$ cat src/atsq_pkg.sv
// Shared constants and types of the arm/trigger sequencer.
package atsq_pkg;
  localparam int CLK_PERIOD_NS = 20;
  localparam int TICK_NS = 1000;
  localparam int TICK_CYC = (TICK_NS + CLK_PERIOD_NS - 1) / CLK_PERIOD_NS;
  localparam int PULSE_WIDTH_US = 100;
  localparam int PULSE_CYC = PULSE_WIDTH_US * 1000 / CLK_PERIOD_NS;
  localparam int SEQS = 2;
  localparam int DIO_LINES = 14;
  localparam int PIN_LINES = DIO_LINES + 2;
  localparam int OUT_LINES = DIO_LINES + 3;
  localparam int EVT_CODES = DIO_LINES + 6;
  localparam logic [7:0] OFS_CTRL = 8'h00;
  localparam logic [7:0] OFS_WAIT = 8'h04;
  localparam logic [7:0] OFS_STATUS = 8'h08;
  localparam logic [2:0] PAGE_SOURCE = 3'h1;
  localparam logic [2:0] PAGE_MEASURE = 3'h2;
  localparam logic [2:0] IDX_SRC = 3'h0;
  localparam logic [2:0] IDX_ARMCNT = 3'h1;
  localparam logic [2:0] IDX_TRGCNT = 3'h2;
  localparam logic [2:0] IDX_ARMDLY = 3'h3;
  localparam logic [2:0] IDX_TRGDLY = 3'h4;
  localparam logic [2:0] IDX_ACTDLY = 3'h5;
  localparam logic [2:0] IDX_PERIOD = 3'h6;
  localparam logic [2:0] IDX_OUTCFG = 3'h7;
  localparam int CTRL_INIT_SOURCE = 0;
  localparam int CTRL_INIT_MEASURE = 1;
  localparam int CTRL_ABORT = 2;
  localparam int CTRL_AUTO = 3;
  localparam int CTRL_GROUP = 4;
  localparam int CTRL_OUTPUT_ON = 5;
  localparam int CTRL_WAIT_EN = 6;
  localparam int SRC_ARM_LSB = 0;
  localparam int SRC_TRG_LSB = 8;
  localparam int OCFG_TIMING_LSB = 0;
  localparam int OCFG_EN_LSB = 8;
  localparam int OCFG_DST_LSB = 16;
  localparam int STAT_SOURCE_LSB = 0;
  localparam int STAT_MEASURE_LSB = 4;
  localparam int STAT_WAITING = 8;
  localparam int STAT_SOURCED = 9;
  localparam logic [4:0] SRC_AUTOMATIC_SOURCE = 5'h00;
  localparam logic [4:0] SRC_BUS = 5'h01;
  localparam logic [4:0] SRC_TIMER = 5'h02;
  localparam logic [4:0] SRC_INTERNAL_LINE_ONE = 5'h03;
  localparam logic [4:0] SRC_INTERNAL_LINE_TWO = 5'h04;
  localparam logic [4:0] SRC_LAN = 5'h05;
  localparam logic [4:0] SRC_DIGITAL_IO_LINE_FIRST = 5'h06;
  localparam logic [4:0] DST_DIGITAL_IO_LINE_FIRST = 5'h03;
  localparam logic [15:0] COUNT_RST = 16'h0001;
  localparam logic [15:0] PERIOD_RST = 16'h0001;
  localparam logic [5:0] TIMING_RST = 6'h3F;
  typedef enum logic [2:0] {
    ST_IDLE, ST_ARM_WAIT, ST_ARM_DELAY, ST_TRG_WAIT,
    ST_TRG_DELAY, ST_ACT_DELAY, ST_ACT_GATE, ST_ACT_RUN
  } atsq_state_t;
  typedef struct packed {
    logic [4:0] armSrc;
    logic [4:0] trgSrc;
    logic [15:0] armCount;
    logic [15:0] trgCount;
    logic [15:0] armDelay;
    logic [15:0] trgDelay;
    logic [15:0] actDelay;
    logic [15:0] period;
    logic [5:0] timing;
    logic [2:0] outEn;
    logic [4:0] dest;
  } atsq_cfg_t;
  typedef struct packed {
    atsq_state_t st;
    logic [15:0] armN;
    logic [15:0] trgN;
    logic [15:0] dly;
    logic [15:0] tmr;
  } atsq_seq_t;
endpackage

$ cat src/atsq_fire_if.sv
// Fire requests and line levels between sequencer and pulse shaper.
`timescale 1ns/100ps
interface atsq_fire_if;
  import atsq_pkg::*;
  logic [OUT_LINES-1:0] fire;
  logic [OUT_LINES-1:0] level;
  modport seqr (output fire, input level);
  modport pulser (input fire, output level);
endinterface // atsq_fire_if

$ cat src/atsq_arm_trigger_sequencer.sv
// Arm/trigger sequencer of one channel with its register port.
`timescale 1ns/100ps
// Overview of operation
// Initiate takes an idle sequencer into the arm layer.
// Arm event from chosen source, then arm delay, leads to trigger layer.
// Each trigger event, after trigger delay, runs the action once.
// Trigger loop repeats to trigger count, then back to arm layer.
// Arm loop repeats to arm count, then back to idle.
// Separate sequencers for source output and measurement, started apart.
// Arm and trigger sources are chosen separately per sequencer.
// Sources: automatic, bus, timer, two internal lines, LAN, 14 DIGITAL_IO_PORT lines.
// Timer source raises an event every programmed period.
// A source action applies one value after the source delay.
// A measure action takes one result after the measure delay.
// Automatic mode with output on measures repeatedly; source stays idle.
// Trigger output points: entry and exit of arm, trigger, action.
// Each point has an enable and a before/after timing choice.
// Trigger output goes to an internal line, LAN or a DIGITAL_IO_PORT line.
// Grouped: source in channel order, measure together, hold output.
// Ungrouped channels sequence without looking at each other.
// Grouping needs equal sources, and equal timer period beyond count 1.
// Wait time blocks actions; grouped, it starts at last output change.
// Equal settings and no wait make both channels start together.
// DIGITAL_IO_PORT trigger pulses default to both timings and 100 us width.
// Trigger counter clears on trigger entry, arm counter on initiate.
// Delays and timer period count ticks of a fixed timebase.
module atsq_arm_trigger_sequencer
  import atsq_pkg::*;
#(
  parameter int PULSE_CYCLES = PULSE_CYC
) (
  input wire logic clk,
  input wire logic resetn,
  input wire logic [7:0] addr,
  input wire logic [31:0] wrData,
  input wire logic wrStrobe,
  input wire logic rdStrobe,
  output logic [31:0] rdData,
  input wire logic busTrig,
  input wire logic lanTrigIn,
  input wire logic [1:0] intLineIn,
  input wire logic [DIO_LINES-1:0] dioIn,
  input wire logic sourceDone,
  input wire logic measureDone,
  input wire logic chanSecond,
  input wire logic peerSourced,
  output logic sourceApply,
  output logic measureStart,
  output logic sourceHeld,
  output logic [1:0] intLineOut,
  output logic lanTrigOut,
  output logic [DIO_LINES-1:0] dioOut,
  output logic [DIO_LINES-1:0] dioOeN
);
  typedef struct packed {
    atsq_cfg_t [SEQS-1:0] cfg;
    atsq_seq_t [SEQS-1:0] seq;
    logic autoMode;
    logic group;
    logic outputOn;
    logic waitEn;
    logic [15:0] waitTime;
    logic [15:0] waitCnt;
    logic waiting;
    logic sourced;
    logic allPrev;
    logic srcApply;
    logic measStart;
    logic [PIN_LINES-1:0] pin1;
    logic [PIN_LINES-1:0] pin2;
    logic [PIN_LINES-1:0] pin3;
    logic [DIO_LINES-1:0] dioOeN;
    logic [31:0] rdData;
  } atsq_top_t;

  atsq_top_t st_r, st_nxt;
  logic tick;
  logic ctrlWr;
  logic abortReq;
  logic autoOn;
  logic [SEQS-1:0] initReq;

  atsq_fire_if fif();

  atsq_tick u_tick (
    .clk(clk),
    .resetn(resetn),
    .tick(tick)
  );

  atsq_pulse #(
    .WIDTH_CYC(PULSE_CYCLES)
  ) u_pulse (
    .clk(clk),
    .resetn(resetn),
    .fif(fif.pulser)
  );

  function automatic logic srcHit(input logic [4:0] code,
      input logic [EVT_CODES-1:0] ev);
    srcHit = (code < 5'(EVT_CODES)) ? ev[code] : 1'b0;
  endfunction

  // A count of zero behaves as one, so a loop always runs at least once.
  function automatic logic isLast(input logic [15:0] n,
      input logic [15:0] count);
    isLast = ((n + 16'h0001) >= count);
  endfunction

  function automatic logic [15:0] stepDown(input logic [15:0] v,
      input logic tk);
    stepDown = (tk && v != 16'h0000) ? v - 16'h0001 : v;
  endfunction

  function automatic logic [31:0] cfgRead(input atsq_cfg_t c,
      input logic [2:0] idx);
    cfgRead = '0;
    unique case (idx)
      IDX_SRC: begin
        cfgRead[SRC_ARM_LSB +: 5] = c.armSrc;
        cfgRead[SRC_TRG_LSB +: 5] = c.trgSrc;
      end
      IDX_ARMCNT: cfgRead[15:0] = c.armCount;
      IDX_TRGCNT: cfgRead[15:0] = c.trgCount;
      IDX_ARMDLY: cfgRead[15:0] = c.armDelay;
      IDX_TRGDLY: cfgRead[15:0] = c.trgDelay;
      IDX_ACTDLY: cfgRead[15:0] = c.actDelay;
      IDX_PERIOD: cfgRead[15:0] = c.period;
      IDX_OUTCFG: begin
        cfgRead[OCFG_TIMING_LSB +: 6] = c.timing;
        cfgRead[OCFG_EN_LSB +: 3] = c.outEn;
        cfgRead[OCFG_DST_LSB +: 5] = c.dest;
      end
    endcase
  endfunction

  function automatic atsq_cfg_t cfgWrite(input atsq_cfg_t c,
      input logic [2:0] idx, input logic [31:0] d);
    cfgWrite = c;
    unique case (idx)
      IDX_SRC: begin
        cfgWrite.armSrc = d[SRC_ARM_LSB +: 5];
        cfgWrite.trgSrc = d[SRC_TRG_LSB +: 5];
      end
      IDX_ARMCNT: cfgWrite.armCount = d[15:0];
      IDX_TRGCNT: cfgWrite.trgCount = d[15:0];
      IDX_ARMDLY: cfgWrite.armDelay = d[15:0];
      IDX_TRGDLY: cfgWrite.trgDelay = d[15:0];
      IDX_ACTDLY: cfgWrite.actDelay = d[15:0];
      IDX_PERIOD: cfgWrite.period = d[15:0];
      IDX_OUTCFG: begin
        cfgWrite.timing = d[OCFG_TIMING_LSB +: 6];
        cfgWrite.outEn = d[OCFG_EN_LSB +: 3];
        cfgWrite.dest = d[OCFG_DST_LSB +: 5];
      end
    endcase
  endfunction

  assign ctrlWr = wrStrobe && (addr == OFS_CTRL);
  assign abortReq = ctrlWr && wrData[CTRL_ABORT];
  assign initReq[0] = ctrlWr && wrData[CTRL_INIT_SOURCE];
  assign initReq[1] = ctrlWr && wrData[CTRL_INIT_MEASURE];
  assign autoOn = st_r.autoMode && st_r.outputOn;

  always_comb begin
    atsq_cfg_t ec;
    logic [EVT_CODES-1:0] ev;
    logic [PIN_LINES-1:0] rise;
    logic [OUT_LINES-1:0] fireVec;
    logic [5:0] pts;
    logic [5:0] ptMask;
    logic [31:0] rd;
    logic tmrHit;
    logic gate;
    logic done;
    logic allNow;
    logic sel;
    ec = '0;
    ev = '0;
    pts = '0;
    ptMask = '0;
    rd = '0;
    tmrHit = 1'b0;
    gate = 1'b0;
    done = 1'b0;
    fireVec = '0;
    sel = (addr[7:5] == PAGE_MEASURE);
    st_nxt = st_r;
    st_nxt.srcApply = 1'b0;
    st_nxt.measStart = 1'b0;
    st_nxt.rdData = '0;
    st_nxt.pin1 = {dioIn, intLineIn};
    st_nxt.pin2 = st_r.pin1;
    st_nxt.pin3 = st_r.pin2;
    rise = st_r.pin2 & ~st_r.pin3;

    if (wrStrobe) begin
      if (ctrlWr) begin
        st_nxt.autoMode = wrData[CTRL_AUTO];
        st_nxt.group = wrData[CTRL_GROUP];
        st_nxt.outputOn = wrData[CTRL_OUTPUT_ON];
        st_nxt.waitEn = wrData[CTRL_WAIT_EN];
      end else if (addr == OFS_WAIT) begin
        st_nxt.waitTime = wrData[15:0];
      end else if (addr[7:5] == PAGE_SOURCE || sel) begin
        st_nxt.cfg[sel] = cfgWrite(st_r.cfg[sel], addr[4:2], wrData);
      end
    end
    if (rdStrobe) begin
      if (addr == OFS_CTRL) begin
        rd[CTRL_AUTO] = st_r.autoMode;
        rd[CTRL_GROUP] = st_r.group;
        rd[CTRL_OUTPUT_ON] = st_r.outputOn;
        rd[CTRL_WAIT_EN] = st_r.waitEn;
      end else if (addr == OFS_WAIT) begin
        rd[15:0] = st_r.waitTime;
      end else if (addr == OFS_STATUS) begin
        rd[STAT_SOURCE_LSB +: 3] = st_r.seq[0].st;
        rd[STAT_MEASURE_LSB +: 3] = st_r.seq[1].st;
        rd[STAT_WAITING] = st_r.waiting;
        rd[STAT_SOURCED] = st_r.sourced;
      end else if (addr[7:5] == PAGE_SOURCE || sel) begin
        rd = cfgRead(st_r.cfg[sel], addr[4:2]);
      end
      st_nxt.rdData = rd;
    end

    // The wait starts once the last output of the group has changed.
    allNow = st_r.sourced && (!st_r.group || peerSourced);
    st_nxt.allPrev = allNow;
    if (st_r.waitEn && allNow && !st_r.allPrev) begin
      st_nxt.waiting = 1'b1;
      st_nxt.waitCnt = st_r.waitTime;
    end else if (st_r.waiting) begin
      st_nxt.waitCnt = stepDown(st_r.waitCnt, tick);
      st_nxt.waiting = (st_r.waitCnt != 16'h0000);
    end

    for (int i = 0; i < SEQS; i++) begin
      ec = st_r.cfg[i];
      pts = '0;
      if (autoOn && i == 1) begin
        ec.armSrc = SRC_AUTOMATIC_SOURCE;
        ec.trgSrc = SRC_AUTOMATIC_SOURCE;
        ec.armCount = COUNT_RST;
        ec.trgCount = COUNT_RST;
        ec.armDelay = '0;
        ec.trgDelay = '0;
      end
      tmrHit = tick && (st_r.seq[i].st != ST_IDLE) &&
               (st_r.seq[i].tmr <= 16'h0001);
      if (st_r.seq[i].st == ST_IDLE) begin
        st_nxt.seq[i].tmr = ec.period;
      end else if (tick) begin
        st_nxt.seq[i].tmr = tmrHit ? ec.period
                                   : st_r.seq[i].tmr - 16'h0001;
      end
      ev = {rise[PIN_LINES-1:2], lanTrigIn, rise[1], rise[0],
            tmrHit, busTrig, 1'b1};
      if (i == 0) begin
        gate = !st_r.waiting &&
               (!st_r.group || !chanSecond || peerSourced);
        done = st_r.sourced && (!st_r.group || measureDone);
      end else begin
        gate = !st_r.waiting &&
               (!st_r.group || (st_r.sourced && peerSourced));
        done = measureDone;
      end
      unique case (st_r.seq[i].st)
        ST_IDLE: begin
          if (initReq[i] || (autoOn && i == 1)) begin
            st_nxt.seq[i].st = ST_ARM_WAIT;
            st_nxt.seq[i].armN = '0;
            pts[0] = 1'b1;
          end
        end
        ST_ARM_WAIT: begin
          if (srcHit(ec.armSrc, ev)) begin
            st_nxt.seq[i].st = ST_ARM_DELAY;
            st_nxt.seq[i].dly = ec.armDelay;
          end
        end
        ST_ARM_DELAY: begin
          st_nxt.seq[i].dly = stepDown(st_r.seq[i].dly, tick);
          if (st_r.seq[i].dly == 16'h0000) begin
            st_nxt.seq[i].st = ST_TRG_WAIT;
            st_nxt.seq[i].trgN = '0;
            pts[2:1] = 2'b11;
          end
        end
        ST_TRG_WAIT: begin
          if (srcHit(ec.trgSrc, ev)) begin
            st_nxt.seq[i].st = ST_TRG_DELAY;
            st_nxt.seq[i].dly = ec.trgDelay;
          end
        end
        ST_TRG_DELAY: begin
          st_nxt.seq[i].dly = stepDown(st_r.seq[i].dly, tick);
          if (st_r.seq[i].dly == 16'h0000) begin
            st_nxt.seq[i].st = ST_ACT_DELAY;
            st_nxt.seq[i].dly = ec.actDelay;
          end
        end
        ST_ACT_DELAY: begin
          st_nxt.seq[i].dly = stepDown(st_r.seq[i].dly, tick);
          if (st_r.seq[i].dly == 16'h0000) begin
            st_nxt.seq[i].st = ST_ACT_GATE;
          end
        end
        ST_ACT_GATE: begin
          // Each sequencer leaves here on the cycle its gate opens; grouped, the second channel's source waits for peerSourced. No tick is needed.
          if (gate) begin
            st_nxt.seq[i].st = ST_ACT_RUN;
            pts[4] = 1'b1;
            if (i == 0) begin
              st_nxt.srcApply = 1'b1;
            end else begin
              st_nxt.measStart = 1'b1;
            end
          end
        end
        ST_ACT_RUN: begin
          if (done) begin
            pts[5] = 1'b1;
            st_nxt.seq[i].trgN = st_r.seq[i].trgN + 16'h0001;
            st_nxt.seq[i].st = ST_TRG_WAIT;
            if (isLast(st_r.seq[i].trgN, ec.trgCount)) begin
              pts[3] = 1'b1;
              st_nxt.seq[i].armN = st_r.seq[i].armN + 16'h0001;
              st_nxt.seq[i].st = ST_ARM_WAIT;
              pts[0] = 1'b1;
              if (isLast(st_r.seq[i].armN, ec.armCount)) begin
                st_nxt.seq[i].st = ST_IDLE;
                pts[0] = 1'b0;
              end
            end
          end
        end
      endcase
      if (abortReq || (autoOn && i == 0)) begin
        st_nxt.seq[i].st = ST_IDLE;
        pts = '0;
        if (i == 0) begin
          st_nxt.srcApply = 1'b0;
        end else begin
          st_nxt.measStart = 1'b0;
        end
      end
      ptMask = {{2{ec.outEn[2]}}, {2{ec.outEn[1]}}, {2{ec.outEn[0]}}};
      ptMask = ptMask & ec.timing;
      for (int k = 0; k < OUT_LINES; k++) begin
        if (|(pts & ptMask) && ec.dest == 5'(k)) begin
          fireVec[k] = 1'b1;
        end
      end
    end

    // The clears below give way to a source change in the same cycle.
    if (measureDone || st_r.seq[0].st == ST_IDLE ||
        (st_r.seq[0].st == ST_ACT_RUN && done)) begin
      st_nxt.sourced = 1'b0;
    end
    if (sourceDone && st_r.seq[0].st == ST_ACT_RUN && !st_r.sourced) begin
      st_nxt.sourced = 1'b1;
    end

    for (int d = 0; d < DIO_LINES; d++) begin
      st_nxt.dioOeN[d] = 1'b1;
      for (int j = 0; j < SEQS; j++) begin
        if (st_r.cfg[j].outEn != 3'h0 &&
            st_r.cfg[j].dest == DST_DIGITAL_IO_LINE_FIRST + 5'(d)) begin
          st_nxt.dioOeN[d] = 1'b0;
        end
      end
    end

    if (!resetn) begin
      st_nxt = '0;
      st_nxt.dioOeN = '1;
      for (int i = 0; i < SEQS; i++) begin
        st_nxt.cfg[i].armCount = COUNT_RST;
        st_nxt.cfg[i].trgCount = COUNT_RST;
        st_nxt.cfg[i].period = PERIOD_RST;
        st_nxt.cfg[i].timing = TIMING_RST;
      end
    end
    fif.fire = fireVec;
  end

  always_ff @(posedge clk) begin
    st_r <= st_nxt;
  end

  assign rdData = st_r.rdData;
  assign sourceApply = st_r.srcApply;
  assign measureStart = st_r.measStart;
  assign sourceHeld = st_r.sourced;
  assign dioOeN = st_r.dioOeN;
  assign intLineOut = fif.level[1:0];
  assign lanTrigOut = fif.level[2];
  assign dioOut = fif.level[OUT_LINES-1:3];
endmodule // atsq_arm_trigger_sequencer

$ cat src/atsq_tick.sv
// Microsecond timebase that paces every delay and timer count.
`timescale 1ns/100ps
module atsq_tick
  import atsq_pkg::*;
(
  input wire logic clk,
  input wire logic resetn,
  output logic tick
);
  localparam int CW = $clog2(TICK_CYC);
  localparam logic [CW-1:0] LAST = CW'(TICK_CYC - 1);
  typedef struct packed {
    logic [CW-1:0] cnt;
    logic tick;
  } atsq_tick_t;
  atsq_tick_t st_r, st_nxt;

  always_comb begin
    st_nxt = st_r;
    st_nxt.tick = 1'b0;
    if (!resetn) begin
      st_nxt = '0;
    end else if (st_r.cnt == LAST) begin
      st_nxt.cnt = '0;
      st_nxt.tick = 1'b1;
    end else begin
      st_nxt.cnt = st_r.cnt + 1'b1;
    end
  end

  always_ff @(posedge clk) begin
    st_r <= st_nxt;
  end

  assign tick = st_r.tick;
endmodule // atsq_tick

$ cat src/atsq_pulse.sv
// Stretches each fire request into a fixed-width output pulse.
`timescale 1ns/100ps
module atsq_pulse
  import atsq_pkg::*;
#(
  parameter int WIDTH_CYC = PULSE_CYC
) (
  input wire logic clk,
  input wire logic resetn,
  atsq_fire_if.pulser fif
);
  localparam int CW = $clog2(WIDTH_CYC + 1);
  localparam logic [CW-1:0] LOAD = CW'(WIDTH_CYC);
  typedef struct packed {
    logic [OUT_LINES-1:0][CW-1:0] cnt;
    logic [OUT_LINES-1:0] level;
  } atsq_pulse_t;
  atsq_pulse_t st_r, st_nxt;

  // A new request restarts the pulse rather than being lost in it.
  always_comb begin
    st_nxt = st_r;
    for (int k = 0; k < OUT_LINES; k++) begin
      if (fif.fire[k]) begin
        st_nxt.cnt[k] = LOAD;
      end else if (st_r.cnt[k] != '0) begin
        st_nxt.cnt[k] = st_r.cnt[k] - 1'b1;
      end
      st_nxt.level[k] = (st_nxt.cnt[k] != '0);
    end
    if (!resetn) begin
      st_nxt = '0;
    end
  end

  always_ff @(posedge clk) begin
    st_r <= st_nxt;
  end

  assign fif.level = st_r.level;
endmodule // atsq_pulse

$ cat config.mk
export PLATFORM = sky130hd
export DESIGN_NAME = atsq_arm_trigger_sequencer
export DESIGN_NICKNAME = d
export VERILOG_FILES = /design/src/atsq_pkg.sv /design/src/atsq_fire_if.sv /design/src/atsq_arm_trigger_sequencer.sv /design/src/atsq_tick.sv /design/src/atsq_pulse.sv
export SDC_FILE = /design/constraint.sdc
export NUM_CORES = 2
export LEC_CHECK = 0
export ABC_AREA = 1
export BUFFER_PORTS_ARGS = -buffer_cell sky130_fd_sc_hd__buf_2
export CORE_ASPECT_RATIO = 1.4
export CORE_MARGIN = 1
export CORE_UTILIZATION = 57
export DETAILED_ROUTE_END_ITERATION = 6
export GPL_TIMING_DRIVEN = 1
export MAX_ROUTING_LAYER = met4
export PLACE_DENSITY = 0.75
export REMOVE_ABC_BUFFERS = 1
export SLEW_MARGIN = 0
export SYNTH_ARGS = -nofsm -noshare
export SYNTH_HDL_FRONTEND = slang
export SYNTH_HIERARCHICAL = 1
export SYNTH_SLANG_ARGS = --single-unit
export TNS_END_PERCENT = 5
$ cat constraint.sdc
create_clock -name clk -period 4 [get_ports clk]
set_clock_uncertainty 0.05 [all_clocks]
set_input_delay 0.2 -clock clk [delete_from_list [all_inputs] [get_ports clk]]
set_output_delay 0.2 -clock clk [all_outputs]
set_load 0.02 [all_outputs]
# After elaboration in Yosys (flattened, before gate mapping)
# Cells that the tools add are included.
[totals]
regBits = 743
input_bits = 66
output_inout_bits = 66
wordCells = 637
[op_classes]
add_sub_neg = 27
magnitude_cmp = 16
eq_ne = 76
n_mux = 254
bitwise = 11
reduce_logical = 183
[ops]
columns = ["operator", "count"]
rows = [
  ["16-bit two-way mux", 48],
  ["13-bit two-way mux", 34],
  ["13-bit nonzero test", 34],
  ["120-bit two-way mux", 3],
  ["240-bit bitwise mux", 1],
  ["13-bit by 1-bit subtractor with 13-bit output, second input constant", 17],
  ["16-bit case mux with 2 select lines", 4],
  ["16-bit case mux with 4 select lines", 2],
  ["120-bit demux with 1-bit select", 1],
  ["1-bit two-way mux", 102],
  ["1-bit logical AND", 85],
  ["5-bit by 4-bit == test with 1-bit output, second input constant", 16],
  ["16-bit by 1-bit subtractor with 16-bit output, second input constant", 5],
  ["74-bit two-way mux", 1],
  ["3-bit case mux with 8 select lines", 3],
  ["14-bit two-way mux", 5],
  ["35-bit two-way mux", 2],
  ["16-bit by 1-bit adder with 16-bit output, second input constant", 4],
  ["16-bit greater-or-equal comparator", 4],
  ["10-bit two-way mux", 5],
  ["16-bit nonzero test", 3],
  ["3-bit two-way mux", 14],
  ["5-bit by 3-bit == test with 1-bit output, second input constant", 8],
  ["5-bit case mux with 8 select lines", 1],
  ["52 further kinds", 165],
]

# Longest topological paths before layout
[logic_depth]
ltp_word = 14
ltp_mapped = 32
mapped_depth_nobuf = 31

# By module
# The synthesis kept the hierarchy.
[by_module_without_submodules]
columns = ["mod", "instances", "cells_per_inst", "area_each_um2", "seq_area_each_um2"]
rows = [
  ["atsq_arm_trigger_sequencer", 1, 4375, 28423.5, 9969.6],
  ["atsq_pulse", 1, 2377, 14909.3, 4764.6],
  ["atsq_tick", 1, 37, 325.3, 140.1],
]

# Worst setup path before layout
# OpenSTA, ideal clock, no wires.
[synth_path]
path_kind = "register to register"
from = "register st_r[183] (netlist name)"
to = "register u_pulse.st_r (netlist bit u_pulse/fif.level[12])"
setup_time_ns = 0.128
arrival_time_ns = 4.039
required_time_ns = 3.822
path_slack_ns = -0.216
stages_incl_launch_ff = 30
path_buffers = 2
period_less_slack_ns = 4.216
path_cell_list = "dfxtp_1 > ha_1 > nand3_1 > nor3_1 > nand3_1 > nor3_1 > nand3_1 > nor2_1 > xor2_1 > inv_1 > ha_1 > nand2_1 > inv_1 > nand3_1 > nor3_1 > nor3b_1 > nand3b_1 > nor2_1 > o21ai_0 > nand2_2 > buf_2 > nand2_1 > nand2_1 > inv_1 > buf_1 > nand3_1 > nor2_1 > nand3_1 > nor2_1 > nor2_1"
[synth_rtl]
columns = ["element", "line_no", "text"]
rows = [
  ["end signal: assignment", "atsq_pulse.sv:37", "st_r <= st_nxt;"],
  ["end: declaration", "atsq_pulse.sv:18", "atsq_pulse_t st_r, st_nxt;"],
]

==> metrics.cfg <==
[routing]
highest_layer=met4
drcViolationCount=0
vias=46400
wl_um=146000
dr.pass1.iters=6
drtIter0Drc=3901
wl_met2_um=70600
post_drt_wl_per_cell_um=18.0
wl_met1_um=53200
ant_nets=0
viasPerCell=5.71
wl_met3_um=9980

[yosys]
syn-instance-count=6789
post_synth.cell_area_avg_um2=6.43
synthTopCellsByArea=dfxtp_1 34%, nand2_1 14%, o21ai_0 7.0%
synth_area_leader_cell=dfxtp_1
synth_ff_type=dfxtp_1
yosys.cell_types.count=60
synth_edf_count=0
ys_warn_count=6
synth_seq_cells=743
async_flop_share=0
synth.top_cell.area_share=0.341
syn_area_um2=43700
seq_area_frac_synth=0.341

[place]
port_buffers=109
place.gp.congestion=1.04
postPlaceCellArea_um2=46700
dp_worst_setup_slack_ps=-385
dp_hpwl_um=99600

[worst_hold_path]
whs_path_depth=5
hold_class=in -> reg

[timing]
period_share=1.12
finalSetupViolCount=164
clock.fmax_mhz=223
rsz0062_at_grt=true
slew_viol_final=0
finalHoldViolations=0
maxSlewHeadroom=0.143
fin_crit_ps=4470
tightestPinTransition_ps=1280
setup_ws_ps=-475

[power]
power-per-cell-area_nw_per_um2=750
leakage_uw=0.0242
ir_worst_vdd_mv=0.698

[clock_network]
clk_pin_slew_worst_paths_ps=60
cts_buffer_depth=3
numCtsBuffers=80
root_buffer=clkbuf_16
htree_levels=3
clk_latency_ps=670
cts_tree=done
clock-sinks=743

[critical_path]
r2r_slack_ps=-470
slowest_stage=dfxtp_2
cp.required_ps=4560
critPathKind=reg -> reg
cp_data_arrival_time_ps=5030
cpPeakStageDelay_ps=360
cp-start-kind=register
end_kind=register
crit_fanout=2
rr_worst_depth=29
crit_top_cell=buf_4

[run_status]
violations=setup timing
status=complete, but fails checks

[global_routing]
grt_overflow=0
grt_pass1_vias=43200
grt_pass1_wl_um=223000
track_usage=0.369
grt_max_degree=174
antenna_found_initial=4

[die]
ios=132
num_rows=119
die_area_um2=77700
start_util=0.578
die_x_um=236
die_y_um=329
core_area_um2=75500

[finish]
final_cell_mix=1544 x nand2_1, 772 x inv_1, 730 x dfxtp_1
final_nets=7275
final_common_cell=nand2_1
post-route-util=0.695
drive_gt1_frac=0.175
fin_area_um2=52500
syn2layout_area_growth_pct=20.2

[run]
cap_violations=0

## critical path, delay by kind of cell (launching register included)
family          cells  cell delay, ps
buf+inv            16            2060
simple gates        9            1090
fa+ha+maj           2             450
flops               1             360
xor+xnor            1             280
compound gates      1             110
## through the flow
stage / power, uW / hold slack, ps / cells / TNS [ps]
after floorplan: 23300 / 219 / 6463 / -1641590
after global placement: 28900 / 330 / 7886 / -9840
after detailed placement: 29300 / 335 / 7886 / -27600
after CTS: 37600 / 11.6 / 8098 / -1180
after global routing: 42300 / 47.8 / 8132 / -51790
final: 39300 / 31.0 / 8132 / -15740
## power by group
part / switching (uW) / leakage [uW] / internal (uW)
combinational: 12900 / 0.0167 / 8320
clock: 3230 / 0.00137 / 4830
sequential: 1280 / 0.00607 / 8780
## layout make-up
| cell class | count | area [um^2] |
|---|---|---|
| multi-input cells | 4887 | 25900 |
| fillers | 6439 | 23000 |
| flip-flops and latches | 743 | 14900 |
| repair buffers | 553 | 4460 |
| inverters | 833 | 3170 |
| clock buffers | 112 | 2320 |
| well taps | 968 | 1210 |
| clock inverters | 32 | 504 |
| diodes | 4 | 10.0 |
## cell usage after synthesis (all sizes together), types with 85 or more instances
library cell / n
o21ai: 643
nor3: 85
clkbuf: 215
nand2: 1655
inv: 823
dfxtp: 743
ha: 111
nand3: 491
buf: 121
a21oi: 508
nor2: 896
xor2: 89
## layer usage
metal	track usage	up-vias
met2	0.630	1800
li1	-	22600
met5	-	-
met3	0.0601	563
met1	0.380	21500
met4	0.285	0
## registers in the layout, summed over array words and instances (netlist names)
signal             count
dioOeN                14
measureStart           1
rdData                21
sourceApply            1
sourceHeld             1
st_r                 460
u_pulse/fif.level     17
u_pulse/st_r         221
u_tick/st_r            6
u_tick/tick            1
## final timing paths
| kind | start | to |
|---|---|---|
| setup / recovery | st_r[184]$_SDFFE_PN0P_ | st_r[199]$_SDFFE_PP0P_ |
| hold / removal | wrData[4] | st_r[423]$_SDFFE_PN0P_ |
| setup reg to reg | st_r[184]$_SDFFE_PN0P_ | st_r[199]$_SDFFE_PP0P_ |
| hold reg to reg | st_r[84]$_SDFF_PN0_ | st_r[68]$_SDFF_PN0_ |
## kinds of logic (layout without fill, tap and decap cells)
kind of cell    count (synthesis)  after routing  synth area share
fa+ha+maj                     111            111            0.0318
buf+inv                      1169           1530             0.108
other cells                     1             15         0.0000859
simple gates                 3282           3282             0.326
xor+xnor                      112            112            0.0225
compound gates               1371           1371             0.171
flops                         743            743             0.341
## what timing repair did
action	4_1_cts	5_1_grt
endpoints found under the setup margin	192	240
pin swaps	15	124
hold buffers	32	0
cloned	3	3
resized for setup	95	416
setup buffers	33	29
hold endpoints to repair	86	0
Note: power is estimated with default switching activity, not from simulation.
